$ cat src/shared/mahpm_pkg.sv
package mahpm_pkg;

  // ----------------------------------------------------------------------
  // register map (byte addresses on the apb bus)
  // ----------------------------------------------------------------------
  localparam int ADDR_W = 8;
  localparam logic [7:0] OFF_STATION_ADDR_LOW = 8'h08;
  localparam logic [7:0] OFF_GROUP_HASH_HIGH = 8'h0C;
  localparam logic [7:0] OFF_GROUP_HASH_LOW = 8'h10;
  localparam logic [7:0] OFF_PHY_MGMT_COMMAND = 8'h14;
  localparam logic [7:0] OFF_PHY_MGMT_DATA = 8'h18;

  // ----------------------------------------------------------------------
  // values after reset
  // ----------------------------------------------------------------------
  localparam logic [31:0] RST_STATION_ADDR_LOW = 32'hFFFF_FFFF;
  localparam logic [31:0] RST_GROUP_HASH_HIGH = 32'hFFFF_FFFF;
  localparam logic [31:0] RST_GROUP_HASH_LOW = 32'h0000_0000;
  localparam logic [4:0] RST_PHY_SELECT = 5'h0B;
  localparam logic [4:0] RST_PHY_REG_SELECT = 5'h0B;
  localparam logic [15:0] RST_MGMT_DATA = 16'h0000;

  // ----------------------------------------------------------------------
  // command register fields
  // ----------------------------------------------------------------------
  localparam int PHY_SEL_LSB = 11;
  localparam int REG_SEL_LSB = 6;
  localparam int WRITE_SEL_BIT = 1;
  localparam int IN_PROGRESS_BIT = 0;

  // ----------------------------------------------------------------------
  // management frame layout and timing
  // ----------------------------------------------------------------------
  localparam logic [31:0] PREAMBLE = 32'hFFFF_FFFF;
  localparam logic [1:0] START_CODE = 2'h1;
  localparam logic [1:0] OP_WRITE = 2'h1;
  localparam logic [1:0] OP_READ = 2'h2;
  localparam logic [1:0] TA_WRITE = 2'h2;
  localparam int FRAME_BITS = 64;
  localparam int TA_BIT = 46;
  localparam int DATA_BIT = 48;
  localparam int CLK_PERIOD_NS = 20;
  localparam int MDC_PERIOD_NS = 400;
  localparam int MDC_HALF_CYC =
    (MDC_PERIOD_NS / 2 + CLK_PERIOD_NS - 1) / CLK_PERIOD_NS;

  // ----------------------------------------------------------------------
  // types
  // ----------------------------------------------------------------------
  typedef struct packed {
    logic [4:0] phy_select;
    logic [4:0] phy_reg_select;
    logic mgmt_write_select;
  } mahpm_cmd_type;

  typedef struct packed {
    logic accept;
    logic valid;
  } mahpm_filt_type;

endpackage : mahpm_pkg

$ cat src/rtl/mahpm_hash_filter.sv
`timescale 1ns/1ns
module mahpm_hash_filter (
  // clock and reset
  input wire logic pclk,
  input wire logic presetn,
  // destination address under test
  input wire logic [47:0] dest_addr,
  input wire logic dest_valid,
  // table and verdict
  input wire logic [63:0] group_hash_bits,
  output mahpm_pkg::mahpm_filt_type verdict
);

  // ----------------------------------------------------------------------
  // crc over the destination, first octet first, lsb first
  // ----------------------------------------------------------------------
  function automatic logic [31:0] dest_crc(input logic [47:0] da);
    logic [31:0] c;
    logic fb;
    c = 32'hFFFF_FFFF;
    for (int i = 0; i < 48; i++) begin
      fb = c[31] ^ da[47 - 8 * (i / 8) - 7 + (i % 8)];
      c = {c[30:0], 1'b0};
      if (fb) begin
        c = c ^ 32'h04C1_1DB7;
      end
    end
    return c;
  endfunction : dest_crc

  logic [31:0] crc;
  logic [5:0] hash_index;
  mahpm_pkg::mahpm_filt_type verdict_r;

  assign crc = dest_crc(dest_addr);
  assign hash_index = crc[31:26];
  assign verdict = verdict_r;

  always_ff @(posedge pclk or negedge presetn) begin
    if (!presetn) begin
      verdict_r <= '0;
    end else begin
      verdict_r.valid <= dest_valid;
      verdict_r.accept <= dest_valid & group_hash_bits[hash_index];
    end
  end

  chk_hash_lookup: assert property (
    @(posedge pclk) disable iff (!presetn)
    dest_valid |=> verdict_r.valid &&
      verdict_r.accept == $past(group_hash_bits[hash_index]))
    else $error("multicast verdict does not match the indexed table bit");

  cov_accept: cover property (
    @(posedge pclk) disable iff (!presetn) verdict_r.valid && verdict_r.accept);

endmodule : mahpm_hash_filter

$ cat src/rtl/mahpm_regs.sv
`timescale 1ns/1ns
// What this block does
// - upper group hash register holds table bits 63..32, resets to ones.
// - lower group hash register holds table bits 31..0, resets to zeros.
// - bits 15..11 of the command register pick one of 32 phys.
// - bits 10..6 pick the register inside the chosen phy.
// - bit 1 picks direction: one writes the phy, zero reads it.
// - bit 0 reads one while a management transaction runs.
// - bit 0 clears at the end; read data is then in the data register.
// - only the first mac instance has a working command register.
// - the 16-bit data field holds write data or receives read data.
module mahpm_regs #(
  parameter bit IS_FIRST_MAC = 1'b1
) (
  // clock and reset
  input wire logic pclk,
  input wire logic presetn,
  // apb slave
  input wire logic psel,
  input wire logic penable,
  input wire logic pwrite,
  input wire logic [mahpm_pkg::ADDR_W-1:0] paddr,
  input wire logic [31:0] pwdata,
  output logic [31:0] prdata,
  output logic pready,
  output logic pslverr,
  // management bus
  output logic mdc,
  input wire logic mdio_in,
  output logic mdio_out,
  output logic mdio_oe,
  // receive filtering
  input wire logic [47:0] dest_addr,
  input wire logic dest_valid,
  output logic [31:0] station_addr_bits,
  output mahpm_pkg::mahpm_filt_type mcast_verdict
);

  // ----------------------------------------------------------------------
  // apb decode
  // ----------------------------------------------------------------------
  logic pready_r;
  logic pslverr_r;
  logic [31:0] prdata_r;
  logic [31:0] station_addr_r;
  logic [31:0] hash_high_r;
  logic [31:0] hash_low_r;
  mahpm_pkg::mahpm_cmd_type cmd_r;
  logic [15:0] mgmt_data_r;

  typedef enum logic {MG_IDLE, MG_RUN} mahpm_state_type;
  mahpm_state_type state_r;

  wire setup_ph = psel & ~penable;
  wire access_done = psel & penable & pready_r;
  wire wr_en = access_done & pwrite;
  wire sel_station = paddr == mahpm_pkg::OFF_STATION_ADDR_LOW;
  wire sel_hash_hi = paddr == mahpm_pkg::OFF_GROUP_HASH_HIGH;
  wire sel_hash_lo = paddr == mahpm_pkg::OFF_GROUP_HASH_LOW;
  wire sel_cmd = paddr == mahpm_pkg::OFF_PHY_MGMT_COMMAND;
  wire sel_data = paddr == mahpm_pkg::OFF_PHY_MGMT_DATA;
  wire addr_ok = sel_station | sel_hash_hi | sel_hash_lo | sel_cmd | sel_data;
  wire mgmt_idle = state_r == MG_IDLE;
  wire mgmt_busy = state_r == MG_RUN;

  // copies in later mac instances accept writes and do nothing
  wire cmd_we = wr_en & sel_cmd & IS_FIRST_MAC & mgmt_idle;
  wire data_we = wr_en & sel_data & IS_FIRST_MAC & mgmt_idle;
  wire mgmt_start = cmd_we;

  wire [31:0] cmd_view = IS_FIRST_MAC ? {16'h0000,
    cmd_r.phy_select, cmd_r.phy_reg_select, 4'h0,
    cmd_r.mgmt_write_select, mgmt_busy} : 32'h0000_0000;
  wire [31:0] data_view = IS_FIRST_MAC ? {16'h0000, mgmt_data_r}
    : 32'h0000_0000;

  wire [31:0] rd_mux = sel_station ? station_addr_r :
    sel_hash_hi ? hash_high_r :
    sel_hash_lo ? hash_low_r :
    sel_cmd ? cmd_view :
    sel_data ? data_view : 32'h0000_0000;

  assign prdata = prdata_r;
  assign pready = pready_r;
  assign pslverr = pslverr_r;

  // one access cycle for every transfer; no wait states
  always_ff @(posedge pclk or negedge presetn) begin
    if (!presetn) begin
      pready_r <= 1'b0;
      pslverr_r <= 1'b0;
      prdata_r <= 32'h0000_0000;
    end else begin
      pready_r <= setup_ph;
      pslverr_r <= setup_ph & ~addr_ok;
      if (setup_ph) begin
        prdata_r <= pwrite ? 32'h0000_0000 : rd_mux;
      end
    end
  end

  // ----------------------------------------------------------------------
  // address and hash registers
  // ----------------------------------------------------------------------
  always_ff @(posedge pclk or negedge presetn) begin
    if (!presetn) begin
      station_addr_r <= mahpm_pkg::RST_STATION_ADDR_LOW;
      hash_high_r <= mahpm_pkg::RST_GROUP_HASH_HIGH;
      hash_low_r <= mahpm_pkg::RST_GROUP_HASH_LOW;
    end else begin
      if (wr_en & sel_station) begin
        station_addr_r <= pwdata;
      end
      if (wr_en & sel_hash_hi) begin
        hash_high_r <= pwdata;
      end
      if (wr_en & sel_hash_lo) begin
        hash_low_r <= pwdata;
      end
    end
  end

  assign station_addr_bits = station_addr_r;

  // ----------------------------------------------------------------------
  // management command and data
  // ----------------------------------------------------------------------
  logic [4:0] ph_r;
  logic [6:0] bit_idx_r;
  logic [63:0] tx_shift_r;
  logic [15:0] rx_shift_r;
  logic mdio_meta_r;
  logic mdio_sync_r;
  logic mdc_r;
  logic mdio_out_r;
  logic mdio_oe_r;

  wire [4:0] half_cyc = 5'(mahpm_pkg::MDC_HALF_CYC);
  wire [4:0] last_ph = 5'(2 * mahpm_pkg::MDC_HALF_CYC - 1);
  wire low_end = mgmt_busy & (ph_r == half_cyc - 5'd1);
  wire bit_end = mgmt_busy & (ph_r == last_ph);
  wire frame_end = bit_end & (bit_idx_r == 7'(mahpm_pkg::FRAME_BITS));
  // the phy launches a read bit after one mdc rise; it is taken just
  // before the next rise, which leaves the phy up to 340 ns of delay
  wire rx_take = low_end & ~cmd_r.mgmt_write_select &
    (bit_idx_r >= 7'(mahpm_pkg::DATA_BIT)) &
    (bit_idx_r < 7'(mahpm_pkg::FRAME_BITS));
  wire drive_nxt = mgmt_busy &
    (bit_idx_r < 7'(mahpm_pkg::FRAME_BITS)) &
    (cmd_r.mgmt_write_select | (bit_idx_r < 7'(mahpm_pkg::TA_BIT)));

  wire [1:0] op_code = pwdata[mahpm_pkg::WRITE_SEL_BIT] ?
    mahpm_pkg::OP_WRITE : mahpm_pkg::OP_READ;
  wire [63:0] frame_load = {mahpm_pkg::PREAMBLE, mahpm_pkg::START_CODE,
    op_code, pwdata[mahpm_pkg::PHY_SEL_LSB +: 5],
    pwdata[mahpm_pkg::REG_SEL_LSB +: 5], mahpm_pkg::TA_WRITE,
    mgmt_data_r};

  always_ff @(posedge pclk or negedge presetn) begin
    if (!presetn) begin
      cmd_r.phy_select <= mahpm_pkg::RST_PHY_SELECT;
      cmd_r.phy_reg_select <= mahpm_pkg::RST_PHY_REG_SELECT;
      cmd_r.mgmt_write_select <= 1'b0;
    end else if (cmd_we) begin
      cmd_r.phy_select <= pwdata[mahpm_pkg::PHY_SEL_LSB +: 5];
      cmd_r.phy_reg_select <= pwdata[mahpm_pkg::REG_SEL_LSB +: 5];
      cmd_r.mgmt_write_select <= pwdata[mahpm_pkg::WRITE_SEL_BIT];
    end
  end

  // a completed read overwrites the word; host writes are dropped while busy
  always_ff @(posedge pclk or negedge presetn) begin
    if (!presetn) begin
      mgmt_data_r <= mahpm_pkg::RST_MGMT_DATA;
    end else if (frame_end & ~cmd_r.mgmt_write_select) begin
      mgmt_data_r <= rx_shift_r;
    end else if (data_we) begin
      mgmt_data_r <= pwdata[15:0];
    end
  end

  // ----------------------------------------------------------------------
  // frame sequencer
  // ----------------------------------------------------------------------
  always_ff @(posedge pclk or negedge presetn) begin
    if (!presetn) begin
      state_r <= MG_IDLE;
      ph_r <= 5'd0;
      bit_idx_r <= 7'd0;
      tx_shift_r <= 64'h0;
      rx_shift_r <= 16'h0000;
    end else begin
      unique case (state_r)
        MG_IDLE: begin
          ph_r <= 5'd0;
          bit_idx_r <= 7'd0;
          if (mgmt_start) begin
            state_r <= MG_RUN;
            tx_shift_r <= frame_load;
          end
        end
        MG_RUN: begin
          ph_r <= bit_end ? 5'd0 : ph_r + 5'd1;
          if (rx_take) begin
            rx_shift_r <= {rx_shift_r[14:0], mdio_sync_r};
          end
          if (bit_end) begin
            bit_idx_r <= bit_idx_r + 7'd1;
            tx_shift_r <= {tx_shift_r[62:0], 1'b0};
          end
          if (frame_end) begin
            state_r <= MG_IDLE;
          end
        end
      endcase
    end
  end

  // ----------------------------------------------------------------------
  // pins
  // ----------------------------------------------------------------------
  // mdio from the phy is asynchronous; only the second stage is used
  always_ff @(posedge pclk or negedge presetn) begin
    if (!presetn) begin
      mdio_meta_r <= 1'b1;
      mdio_sync_r <= 1'b1;
      mdc_r <= 1'b0;
      mdio_out_r <= 1'b0;
      mdio_oe_r <= 1'b0;
    end else begin
      mdio_meta_r <= mdio_in;
      mdio_sync_r <= mdio_meta_r;
      mdc_r <= mgmt_busy & (ph_r >= half_cyc);
      mdio_out_r <= drive_nxt & tx_shift_r[63];
      mdio_oe_r <= drive_nxt;
    end
  end

  assign mdc = mdc_r;
  assign mdio_out = mdio_out_r;
  assign mdio_oe = mdio_oe_r;

  // ----------------------------------------------------------------------
  // multicast filter
  // ----------------------------------------------------------------------
  mahpm_hash_filter u_filter (
    .pclk(pclk),
    .presetn(presetn),
    .dest_addr(dest_addr),
    .dest_valid(dest_valid),
    .group_hash_bits({hash_high_r, hash_low_r}),
    .verdict(mcast_verdict)
  );

  // ----------------------------------------------------------------------
  // checks
  // ----------------------------------------------------------------------
  logic [11:0] busy_cnt_r;
  always_ff @(posedge pclk or negedge presetn) begin
    if (!presetn) begin
      busy_cnt_r <= 12'd0;
    end else begin
      busy_cnt_r <= mgmt_busy ? busy_cnt_r + 12'd1 : 12'd0;
    end
  end

  chk_hash_high_rst: assert property (
    @(posedge pclk) disable iff (!presetn)
    !$past(presetn) |-> hash_high_r == 32'hFFFF_FFFF)
    else $error("upper hash register not all ones after reset");

  chk_hash_low_rst: assert property (
    @(posedge pclk) disable iff (!presetn)
    !$past(presetn) |-> hash_low_r == 32'h0000_0000)
    else $error("lower hash register not zero after reset");

  chk_frame_fields: assert property (
    @(posedge pclk) disable iff (!presetn)
    mgmt_start |=> tx_shift_r[27:23] == cmd_r.phy_select &&
      tx_shift_r[22:18] == cmd_r.phy_reg_select &&
      tx_shift_r[31:30] == 2'h1)
    else $error("frame address fields differ from the command");

  chk_frame_opcode: assert property (
    @(posedge pclk) disable iff (!presetn)
    mgmt_start |=> tx_shift_r[29:28] ==
      (cmd_r.mgmt_write_select ? 2'h1 : 2'h2))
    else $error("frame opcode does not follow the direction bit");

  chk_busy_on_start: assert property (
    @(posedge pclk) disable iff (!presetn)
    mgmt_start |=> cmd_view[0] [*8])
    else $error("in-progress flag not set after start");

  chk_busy_bounded: assert property (
    @(posedge pclk) disable iff (!presetn)
    busy_cnt_r <= 12'd1300)
    else $error("management transaction overran its frame length");

  chk_busy_length: assert property (
    @(posedge pclk) disable iff (!presetn)
    $fell(mgmt_busy) |-> busy_cnt_r == 12'd1300)
    else $error("in-progress flag did not last one full frame");

  chk_read_lands: assert property (
    @(posedge pclk) disable iff (!presetn)
    $fell(mgmt_busy) && !cmd_r.mgmt_write_select |->
      mgmt_data_r == $past(rx_shift_r))
    else $error("read data did not reach the data register");

  chk_read_release: assert property (
    @(posedge pclk) disable iff (!presetn)
    mdio_oe_r && !cmd_r.mgmt_write_select |->
      $past(bit_idx_r) < 7'd46)
    else $error("mdio driven after turnaround of a read frame");

  chk_mdc_high: assert property (
    @(posedge pclk) disable iff (!presetn)
    $rose(mdc_r) |-> mdc_r [*8])
    else $error("mdc high phase too short");

  chk_other_mac: assert property (
    @(posedge pclk) disable iff (!presetn)
    !IS_FIRST_MAC |-> mgmt_idle && !mdio_oe_r)
    else $error("management logic active in a later mac instance");

  cov_write_frame: cover property (
    @(posedge pclk) disable iff (!presetn)
    frame_end && cmd_r.mgmt_write_select);

  cov_read_frame: cover property (
    @(posedge pclk) disable iff (!presetn)
    frame_end && !cmd_r.mgmt_write_select);

  cov_bad_addr: cover property (
    @(posedge pclk) disable iff (!presetn) pready_r && pslverr_r);

endmodule : mahpm_regs

$ cat config.mk
export PLATFORM = sky130hd
export DESIGN_NAME = mahpm_regs
export DESIGN_NICKNAME = d
export VERILOG_FILES = /design/src/shared/mahpm_pkg.sv /design/src/rtl/mahpm_hash_filter.sv /design/src/rtl/mahpm_regs.sv
export SDC_FILE = /design/constraint.sdc
export NUM_CORES = 1
export LEC_CHECK = 0
export BUFFER_PORTS_ARGS = -buffer_cell sky130_fd_sc_hd__buf_2
export CAP_MARGIN = 0
export CORE_UTILIZATION = 59
export DETAILED_ROUTE_END_ITERATION = 12
export GPL_ROUTABILITY_DRIVEN = 0
export GPL_TIMING_DRIVEN = 0
export PLACE_DENSITY = 0.81
export SETUP_SLACK_MARGIN = 0.02
export SYNTH_ARGS = -nofsm -noshare
export SYNTH_HDL_FRONTEND = slang
export SYNTH_SLANG_ARGS = --single-unit
$ cat constraint.sdc
create_clock -name pclk -period 3.4 [get_ports pclk]
set_input_delay 0.34 -clock pclk [delete_from_list [all_inputs] [get_ports pclk]]
set_output_delay 0.34 -clock pclk [all_outputs]
set_load 0.01 [all_outputs]
==> flow_summary.toml, run 1 <==
[status]
run_status = "complete, but fails checks"
violations = "setup timing"

[grt]
antenna_found_initial = 0
overflow = 0
grt_max_degree = 127
grt_pass1_wl_microns = 55900
grt_pass1_vias = 10106
track_usage_pct = 29.8

[timing]
hold_viol = 0
tns_ns = -0.352
maxSlewHeadroom_pct = 27.4
layout_min_cycle_time_ns = 3.75
final.period_utilization_pct = 110
max_freq_ghz = 0.267
layout_setup_ws_ns = -0.352
fin_skew_ns = 0.0239
worst_pin_slew_ns = 1.08
drv_slew = 0
rsz0062_at_grt = "yes"
setup_violations = 1

[final_layout]
multiInputGateArea_sq_um = 7550
fillers = 1634
layoutNonFillerInstCount = 1726
register_area_sq_um = 6520
diodes = 0
nets = 1487
drive_gt1_share_pct = 34.7
finish.utilization_pct = 71.2
area_growth_pct = 17.9

[die]
io_pins = 166
dieHeight_microns = 157
die-width_microns = 157
num_rows = 56
start_util_pct = 60.4
coreArea_sq_um = 23500
die_area_sq_um = 24700

[critical_path]
critPathKind = "input port to register"
worstPathArrival_ns = 4.18
r2r_start = "ph_r[1]"
timing.rr.end = "tx_shift_r[19]"
crit_fanout = 8
r2r_cells = 8
timing.critical_path.from = "dest_addr[32]"
crit_required_ns = 3.83
end_kind = "register"
endpoint = "u_filter.verdict[1]"
r2r_setup_slack_ns = 0.40
start_kind = "input port"

[clock_network]
cts_made_buffers = 27
clk_latency_ns = 0.54
cts-htree-levels = 1
path_clk_slew_ns = 0.06
cts-root-buf = "clkbuf_16"
cts.sinks = 257
cts_max_path_buffers = 3
cts_tree = "yes"

[synthesis]
syn_inst = 1185
syn_area_per_cell_sq_um = 12.0
ys_seq_area_share_pct = 45.9
ys_top_cells_by_area = "dfrtp_1, dfstp_2, mux2_2, xnor2_1, xnor3_1"
synth_warnings = 0
syn-num-nets = 1285
async_flop_share_pct = 100
synth_commonest_cells = "dfrtp_1, nand2_1, mux2_2"
ys.flop_type = "dfrtp_1"
yosysUniqueCellTypes = 55
synth_top_area_share_pct = 32.6
synth_area_sq_um = 14200
synth.most_common_cell = "dfrtp_1"
synth_seq_cells = 257
yosys.area.top_type = "dfrtp_1"
synth_enable_flop_cells = 0

[power]
ir_drop_mv = 3.08
seq_power_share_pct = 16.4
power.leakage_nw = 7.63
p_sw_share_pct = 38.8
p_int_mw = 11.6
p_sw_mw = 7.32
power_frac_clock_pct = 15.8
p_total_mw = 18.9
power_density_nw_per_um2 = 1130
combPwrFrac_pct = 67.8

[drt]
vias = 10180
drc_errors = 0
firstDrtPassIters = 5
wirelength_microns = 36000
vias_per_cell = 5.90
drtIter0Drc = 790
routedWlPerCell_microns = 20.8
ant_nets = 0

[worst_hold_path]
min_path_type = "input port to register"
hp-start = "pwdata[24]"

[place]
io_buffers = 154
dp.cells = 1660
dp_hpwl_microns = 25700

[flow_run]
cap_violations = 0
-- state kept, by name (all words and copies together) (netlist names) --
name               cells
bit_idx_r              7
cmd_r                 11
hash_high_r           32
hash_low_r            32
mdc                    1
mdio_meta_r            1
mdio_oe                1
mdio_out               1
mdio_sync_r            1
mgmt_busy              1
mgmt_data_r           16
ph_r                   5
prdata                32
pready                 1
pslverr                1
rx_shift_r            16
station_addr_bits     32
tx_shift_r            64
u_filter.verdict       2
-- how the worst min path moves through the flow --
stage                                        to  depth (start not counted)
after floorplan                    bit_idx_r[0]                          0
after detailed placement             prdata[24]                          1
after global routing      station_addr_bits[24]                          2
after CTS                       hash_high_r[24]                          2
after global placement              mdio_sync_r                          0
final                            hash_low_r[24]                          2
-- layout by cell type, fill, tap and decap left out, types with 3 or more instances in the layout --
master / count
xnor2_4: 9
nand3_1: 19
nand3b_1: 3
xor2_4: 4
dfrtp_1: 185
mux4_2: 8
nand4_1: 3
xnor3_1: 27
mux4_1: 6
dfstp_2: 72
or3_1: 3
buf_4: 18
buf_2: 153
a22oi_1: 28
nand2_1: 145
dlygate4sd3_1: 3
nand2b_1: 17
xor2_2: 4
mux2i_1: 58
o22ai_1: 12
clkbuf_8: 8
buf_6: 5
nor2b_1: 6
nor2_1: 30
clkbuf_1: 67
buf_1: 7
mux2_2: 124
o21ai_0: 104
xnor2_2: 16
xnor3_2: 13
o211ai_1: 4
clkbuf_16: 27
and2_1: 8
xor2_1: 30
ha_1: 5
a21oi_1: 15
xnor2_1: 82
inv_1: 8
xor3_2: 5
a22o_1: 24
-- routing by layer --
layer  part of all wire, %  global-route usage, %  vias to the layer above
met3                   8.3                   6.28                      102
met2                    46                   46.0                      430
li1                      -                      -                     4564
met5                     0                      0                        -
met1                    42                   41.7                     5084
met4                   3.6                   10.9                        0
-- critical path, cell delays in order --
cell	delay [ns]
buf_4	0.16
xnor3_2	0.44
xor2_4	0.21
xnor3_1	0.47
xnor3_2	0.45
xnor3_1	0.27
xnor2_1	0.20
xnor3_2	0.59
mux4_2	0.32
mux2i_1	0.10
mux2i_2	0.22
nor3_2	0.09
nor4_2	0.32
-- power groups by stage --
stage	clock network, mW	registers [mW]	logic, mW
after floorplan	0	3.16	9.27
after global placement	0	3.16	10.0
after detailed placement	0	3.16	10.2
after CTS	3.01	3.11	12.3
after global routing	3.14	3.10	13.1
final	2.98	3.11	12.8
-- cell type report --
class	instances	share of cell area, %
Multi-Input combinational cell	843	45.0
Sequential cell	257	38.9
Timing Repair Buffer	173	5.87
Clock buffer	44	4.89
Tap cell	319	2.38
Buffer	77	2.23
Clock inverter	5	0.485
Inverter	8	0.179
-- per-stage QoR --
step	instance area [sq um]	setup WS, ns	hold slack (ns)
floorplan	14400	-0.423	0.0444
global placement	15500	-2.46	0.348
detailed placement	15600	-1.26	0.205
CTS	16700	-0.373	0.0535
global route	16800	-0.483	0.0691
finish	16800	-0.352	0.0625
-- what timing repair did --
action	4_1_cts	5_1_grt
setup buffers	9	5
pin swaps	11	6
resized for setup	14	14
setup endpoints to repair	10	1
hold endpoints to repair	31	0
hold buffers	3	0
-- cells by family after synthesis --
logic type	count (synthesis)	synth area share, %
flip-flops	257	45.9
AO/OA/AOI/OAI	195	8.35
adder cells (fa/ha/maj)	5	0.440
buffers and inverters	85	2.70
XOR/XNOR	193	18.1
AND/OR/NAND/NOR	251	7.90
multiplexers	199	16.6
No activity file was read; power rests on OpenSTA's default activity.
==> inputs of run 2 (changes only) <==
- CORE_UTILIZATION: 59 -> 50
- PLACE_DENSITY: 0.81 -> 0.7
==> flow_summary.toml, run 2 (same netlist as run 1, synthesis figures left out) <==
[worst_hold_path]
min_path_type = "input port to register"

[timing]
hold_viol = 0
layout_setup_ws_ns = -0.278
layout_min_cycle_time_ns = 3.68
max_freq_ghz = 0.272
final.period_utilization_pct = 108
setup_violations = 1
fin_skew_ns = 0.0111
rsz0062_at_grt = "yes"
drv_slew = 0
worst_pin_slew_ns = 1.28
maxSlewHeadroom_pct = 14.2

[final_layout]
layout_common_cells = "dfrtp_1, buf_2, nand2_1"
diodes = 0
drive_gt1_share_pct = 36.1
mostFrequentLayoutCell = "dfrtp_1"
design_area_sq_um = 17100
area_growth_pct = 20.1
largest_register_ffs = 64
nets = 1501
largest-register = "tx_shift_r"

[grt]
grt_max_degree = 128
grt_pass1_vias = 9883
antenna_found_initial = 1
overflow = 0
track_usage_pct = 24.9
grt_pass1_wl_microns = 55500

[critical_path]
end_kind = "register"
crit_fanout = 10
r2r_setup_slack_ns = 0.38
start_kind = "input port"
worstPathArrival_ns = 4.09
timing.critical_path.from = "dest_addr[47]"
r2r_start = "ph_r[2]"
critPathKind = "input port to register"
timing.rr.end = "tx_shift_r[5]"
endpoint = "u_filter.verdict[1]"
crit_required_ns = 3.81
r2r_cells = 8

[drt]
drc_errors = 0
routedWlPerCell_microns = 19.9
drtIter0Drc = 620
ant_nets = 0
firstDrtPassIters = 5
vias = 9949
wirelength_microns = 35800
vias_per_cell = 5.53

[power]
power.leakage_nw = 7.76
ir_drop_mv = 2.71
p_total_mw = 20.3
power_density_nw_per_um2 = 1190

[die]
coreArea_sq_um = 27900
dieHeight_microns = 171
die-width_microns = 171
die_area_sq_um = 29100
start_util_pct = 51.0
io_pins = 166
num_rows = 61

[clock_network]
path_clk_slew_ns = 0.06
cts.sinks = 257
clk_latency_ns = 0.54
cts_made_buffers = 27
cts-root-buf = "clkbuf_16"
cts_max_path_buffers = 3
cts-htree-levels = 1
cts_tree = "yes"

[place]
postPlaceCellArea_sq_um = 15700
io_buffers = 154
dp_hpwl_microns = 25800
dp_worst_setup_slack_ns = -1.17

[status]
violations = "setup timing"
run_status = "complete, but fails checks"

[flow_run]
cap_violations = 0
run 2: metrics by stage:
step | cells | hold slack (ns) | setup TNS, ns | utilization (%)
2_1_floorplan | 1185 | 0.0444 | -0.423 | -
3_3_place_gp | 1717 | 0.346 | -550.41 | 56.0
3_5_place_dp | 1719 | 0.268 | -7.49 | 56.2
4_1_cts | 1797 | 0.0581 | -0.282 | 61.0
5_1_grt | 1800 | 0.0707 | -0.434 | 61.3
6_report | 1800 | 0.0643 | -0.278 | 61.3
run 2: worst max-delay path, stage by stage:
cell and delay [ns]:
buf_12 0.11, buf_12 0.13, xnor2_4 0.29, xnor3_2 0.35, buf_4 0.16, xnor3_2 0.39, xnor2_2 0.20, xnor3_2 0.49
xnor2_4 0.15, buf_12 0.15, buf_12 0.12, buf_12 0.14, mux4_2 0.36, mux2i_1 0.09, o2111a_1 0.27, nor4_2 0.34
run 2: layout make-up:
cell class                      instances  area (sq um)
Inverter                                8          30.0
Tap cell                              378           473
Clock buffer                           43           806
Buffer                                 77           405
Timing Repair Buffer                  187          1140
Multi-Input combinational cell        843          7630
Sequential cell                       257          6520
Fill cell                            2220         10800
Clock inverter                          7          67.6
run 2: layer usage:
metal	part of all wire [%]	GRT usage (%)	up-vias
met2	48	41.7	302
met5	0.047	0	-
met3	5.1	3.08	70
met4	2.9	7.05	2
met1	44	34.1	4986
li1	-	-	4589
run 2: what timing repair did:
item	in CTS	in global routing
endpoints found under the hold margin	26	0
hold buffers	3	0
endpoints found under the setup margin	1	8
pin swaps	23	13
buffers inserted	25	3
resized for setup	41	12
run 2: worst min-delay path by stage:
stage / start / end / cells after the start
2_1_floorplan: presetn / bit_idx_r[0] / 0
3_3_place_gp: mdio_meta_r / mdio_sync_r / 0
3_5_place_dp: presetn / u_filter.verdict[0] / 1
4_1_cts: pwdata[21] / hash_low_r[21] / 2
5_1_grt: pwdata[21] / hash_low_r[21] / 2
6_report: pwdata[20] / hash_low_r[20] / 2
run 2: power breakdown:
| group | internal, mW | switching, mW |
|---|---|---|
| clock | 1.70 | 1.19 |
| sequential | 3.10 | 0.00948 |
| combinational | 7.76 | 6.50 |
| total | 12.6 | 7.70 |
==> inputs of run 3 (changes only) <==
- CELL_PAD_IN_SITES_DETAIL_PLACEMENT: not set -> 0
- CELL_PAD_IN_SITES_GLOBAL_PLACEMENT: not set -> 1
- CORE_UTILIZATION: 50 -> 48
- PLACE_DENSITY: 0.7 -> not set
- PLACE_DENSITY_LB_ADDON: not set -> 0.1
- RECOVER_POWER: not set -> 25
==> flow_summary.toml, run 3 (same netlist as run 1, synthesis figures left out) <==
[timing]
layout_setup_ws_ns = -0.130
final.period_utilization_pct = 104
maxSlewHeadroom_pct = -30.7
layout_min_cycle_time_ns = 3.53
fin_skew_ns = 0.0206
drv_slew = 74
max_freq_ghz = 0.283
hold_ws_ns = 0.0503
worst_pin_slew_ns = 1.96
rsz0062_at_grt = "yes"
hold_viol = 0
setup_violations = 1

[worst_hold_path]
min_path_type = "input port to register"

[clock_network]
cts-root-buf = "clkbuf_16"
cts_made_buffers = 29
cts_max_path_buffers = 3
clk_latency_ns = 0.57
path_clk_slew_ns = 0.06
cts-htree-levels = 1
cts.sinks = 257
cts_tree = "yes"

[critical_path]
worst-path-buf-inv = 4
cp_slowest_cell = "mux4_2"
endpoint = "u_filter.verdict[1]"
end_kind = "register"
crit_fanout = 8
r2r_setup_slack_ns = 0.50
r2r_cells = 8
critPathKind = "input port to register"
cp.depth = 16
timing.rr.end = "tx_shift_r[26]"
cp_slowest_stage_delay_ns = 0.51
worstPathArrival_ns = 3.96
r2r_start = "ph_r[1]"
start_kind = "input port"
timing.critical_path.from = "dest_addr[40]"
cpLargestDelayFamily = "XOR/XNOR gates"
crit_required_ns = 3.83
cp_cell_sequence = "buf_6 > xor2_4 > buf_4 > xnor2_4 > xnor2_2 > xnor3_1 > xnor2_1 > xnor3_2 > xnor2_4 > buf_6 > buf_12 > mux4_2 > mux2i_1 > mux2i_1 > nor3b_1 > nor4_1"

[place]
io_buffers = 154
dp_hpwl_microns = 26600
dp_worst_setup_slack_ns = -1.09

[drt]
wirelength_microns = 36900
vias = 9863
drtIter0Drc = 646
firstDrtPassIters = 5
drc_errors = 0
ant_nets = 0
routedWlPerCell_microns = 20.1
vias_per_cell = 5.37

[die]
dieHeight_microns = 174
die_area_sq_um = 30300
start_util_pct = 49.1
coreArea_sq_um = 28900
die-width_microns = 174
io_pins = 166
num_rows = 62

[grt]
grt_max_degree = 122
antenna_found_initial = 0
overflow = 0
grt_pass1_vias = 9926
track_usage_pct = 24.4
grt_pass1_wl_microns = 57200

[status]
run_status = "complete, but fails checks"
violations = "capacitance limit, slew limit, setup timing"

[final_layout]
area_growth_pct = 23.1
largest_register_ffs = 64
diodes = 0
nets = 1531
mostFrequentLayoutCell = "dfrtp_1"
fillers = 2414
finish.utilization_pct = 60.5
largest-register = "tx_shift_r"
layout_common_cells = "dfrtp_1, nand2_1, buf_2"
drive_gt1_share_pct = 37.7

[power]
power.leakage_nw = 7.98
p_total_mw = 21.1
power_density_nw_per_um2 = 1210
ir_drop_mv = 1.69

[flow_run]
cap_violations = 1
run 3: cell count changes in the layout (fill, tap and decap cells not counted), moves of 6 or more:
cell,previous run,this run
xnor3_1,24,18
buf_4,25,54
xnor2_4,9,15
buf_2,152,144
xnor3_2,16,22
run 3: worst register-to-register path, delay by kind of cell, from the launching register on:
kind / cells / cell delay [ns]
buf+inv: 2 / 0.70
compound gates: 1 / 0.08
fa+ha+maj: 1 / 0.24
flops: 1 / 0.42
simple gates: 4 / 1.32
run 3: layer usage:
layer | routed length (microns) | up-vias | GRT usage [%]
met5 | 0 | - | 0
met4 | 766 | 0 | 4.71
met3 | 1470 | 51 | 2.56
met2 | 17700 | 217 | 40.9
met1 | 17000 | 4943 | 34.5
li1 | - | 4652 | -
run 3: layout make-up:
| class | count | area [sq um] | share of cell area, % |
|---|---|---|---|
| multi-input combinational | 843 | 7710 | 44.1 |
| sequential | 257 | 6520 | 37.3 |
| timing repair buffer | 215 | 1330 | 7.59 |
| clock buffer | 45 | 876 | 5.01 |
| tap | 384 | 480 | 2.75 |
| buffer | 77 | 409 | 2.34 |
| clock inverter | 9 | 139 | 0.794 |
| inverter | 8 | 30.0 | 0.172 |
run 3: power by group:
part	internal (mW)	leakage, nW	switching, mW
sequential	3.10	3.05	0.0116
clock	2.00	0.502	1.28
combinational	8.32	4.42	6.40
total	13.4	7.98	7.69
run 3: worst min path at each step:
stage / from / to / slack (ns) / depth (start not counted)
after floorplan: presetn / bit_idx_r[0] / 0.04 / 0
after global placement: mdio_meta_r / mdio_sync_r / 0.35 / 0
after detailed placement: presetn / prdata[31] / 0.35 / 1
after CTS: pwdata[21] / hash_low_r[21] / 0.04 / 2
after global routing: pwdata[20] / station_addr_bits[20] / 0.04 / 2
final: pwdata[21] / hash_low_r[21] / 0.05 / 2
run 3: repair_timing:
action,4_1_cts,5_1_grt
cloned,0,0
endpoints found under the setup margin,1,10
gates resized for setup,37,33
hold buffers,3,0
pin swaps,26,37
buffers inserted,26,30
endpoints found under the hold margin,38,0
run 3: per-stage QoR:
stage / cells / instance area [sq um] / setup TNS, ns
2_1_floorplan: 1185 / 14400 / -0.423
3_3_place_gp: 1723 / 15600 / -614.51
3_5_place_dp: 1725 / 15700 / -5.83
4_1_cts: 1808 / 17100 / -0.177
5_1_grt: 1838 / 17500 / -0.255
6_report: 1838 / 17500 / -0.130
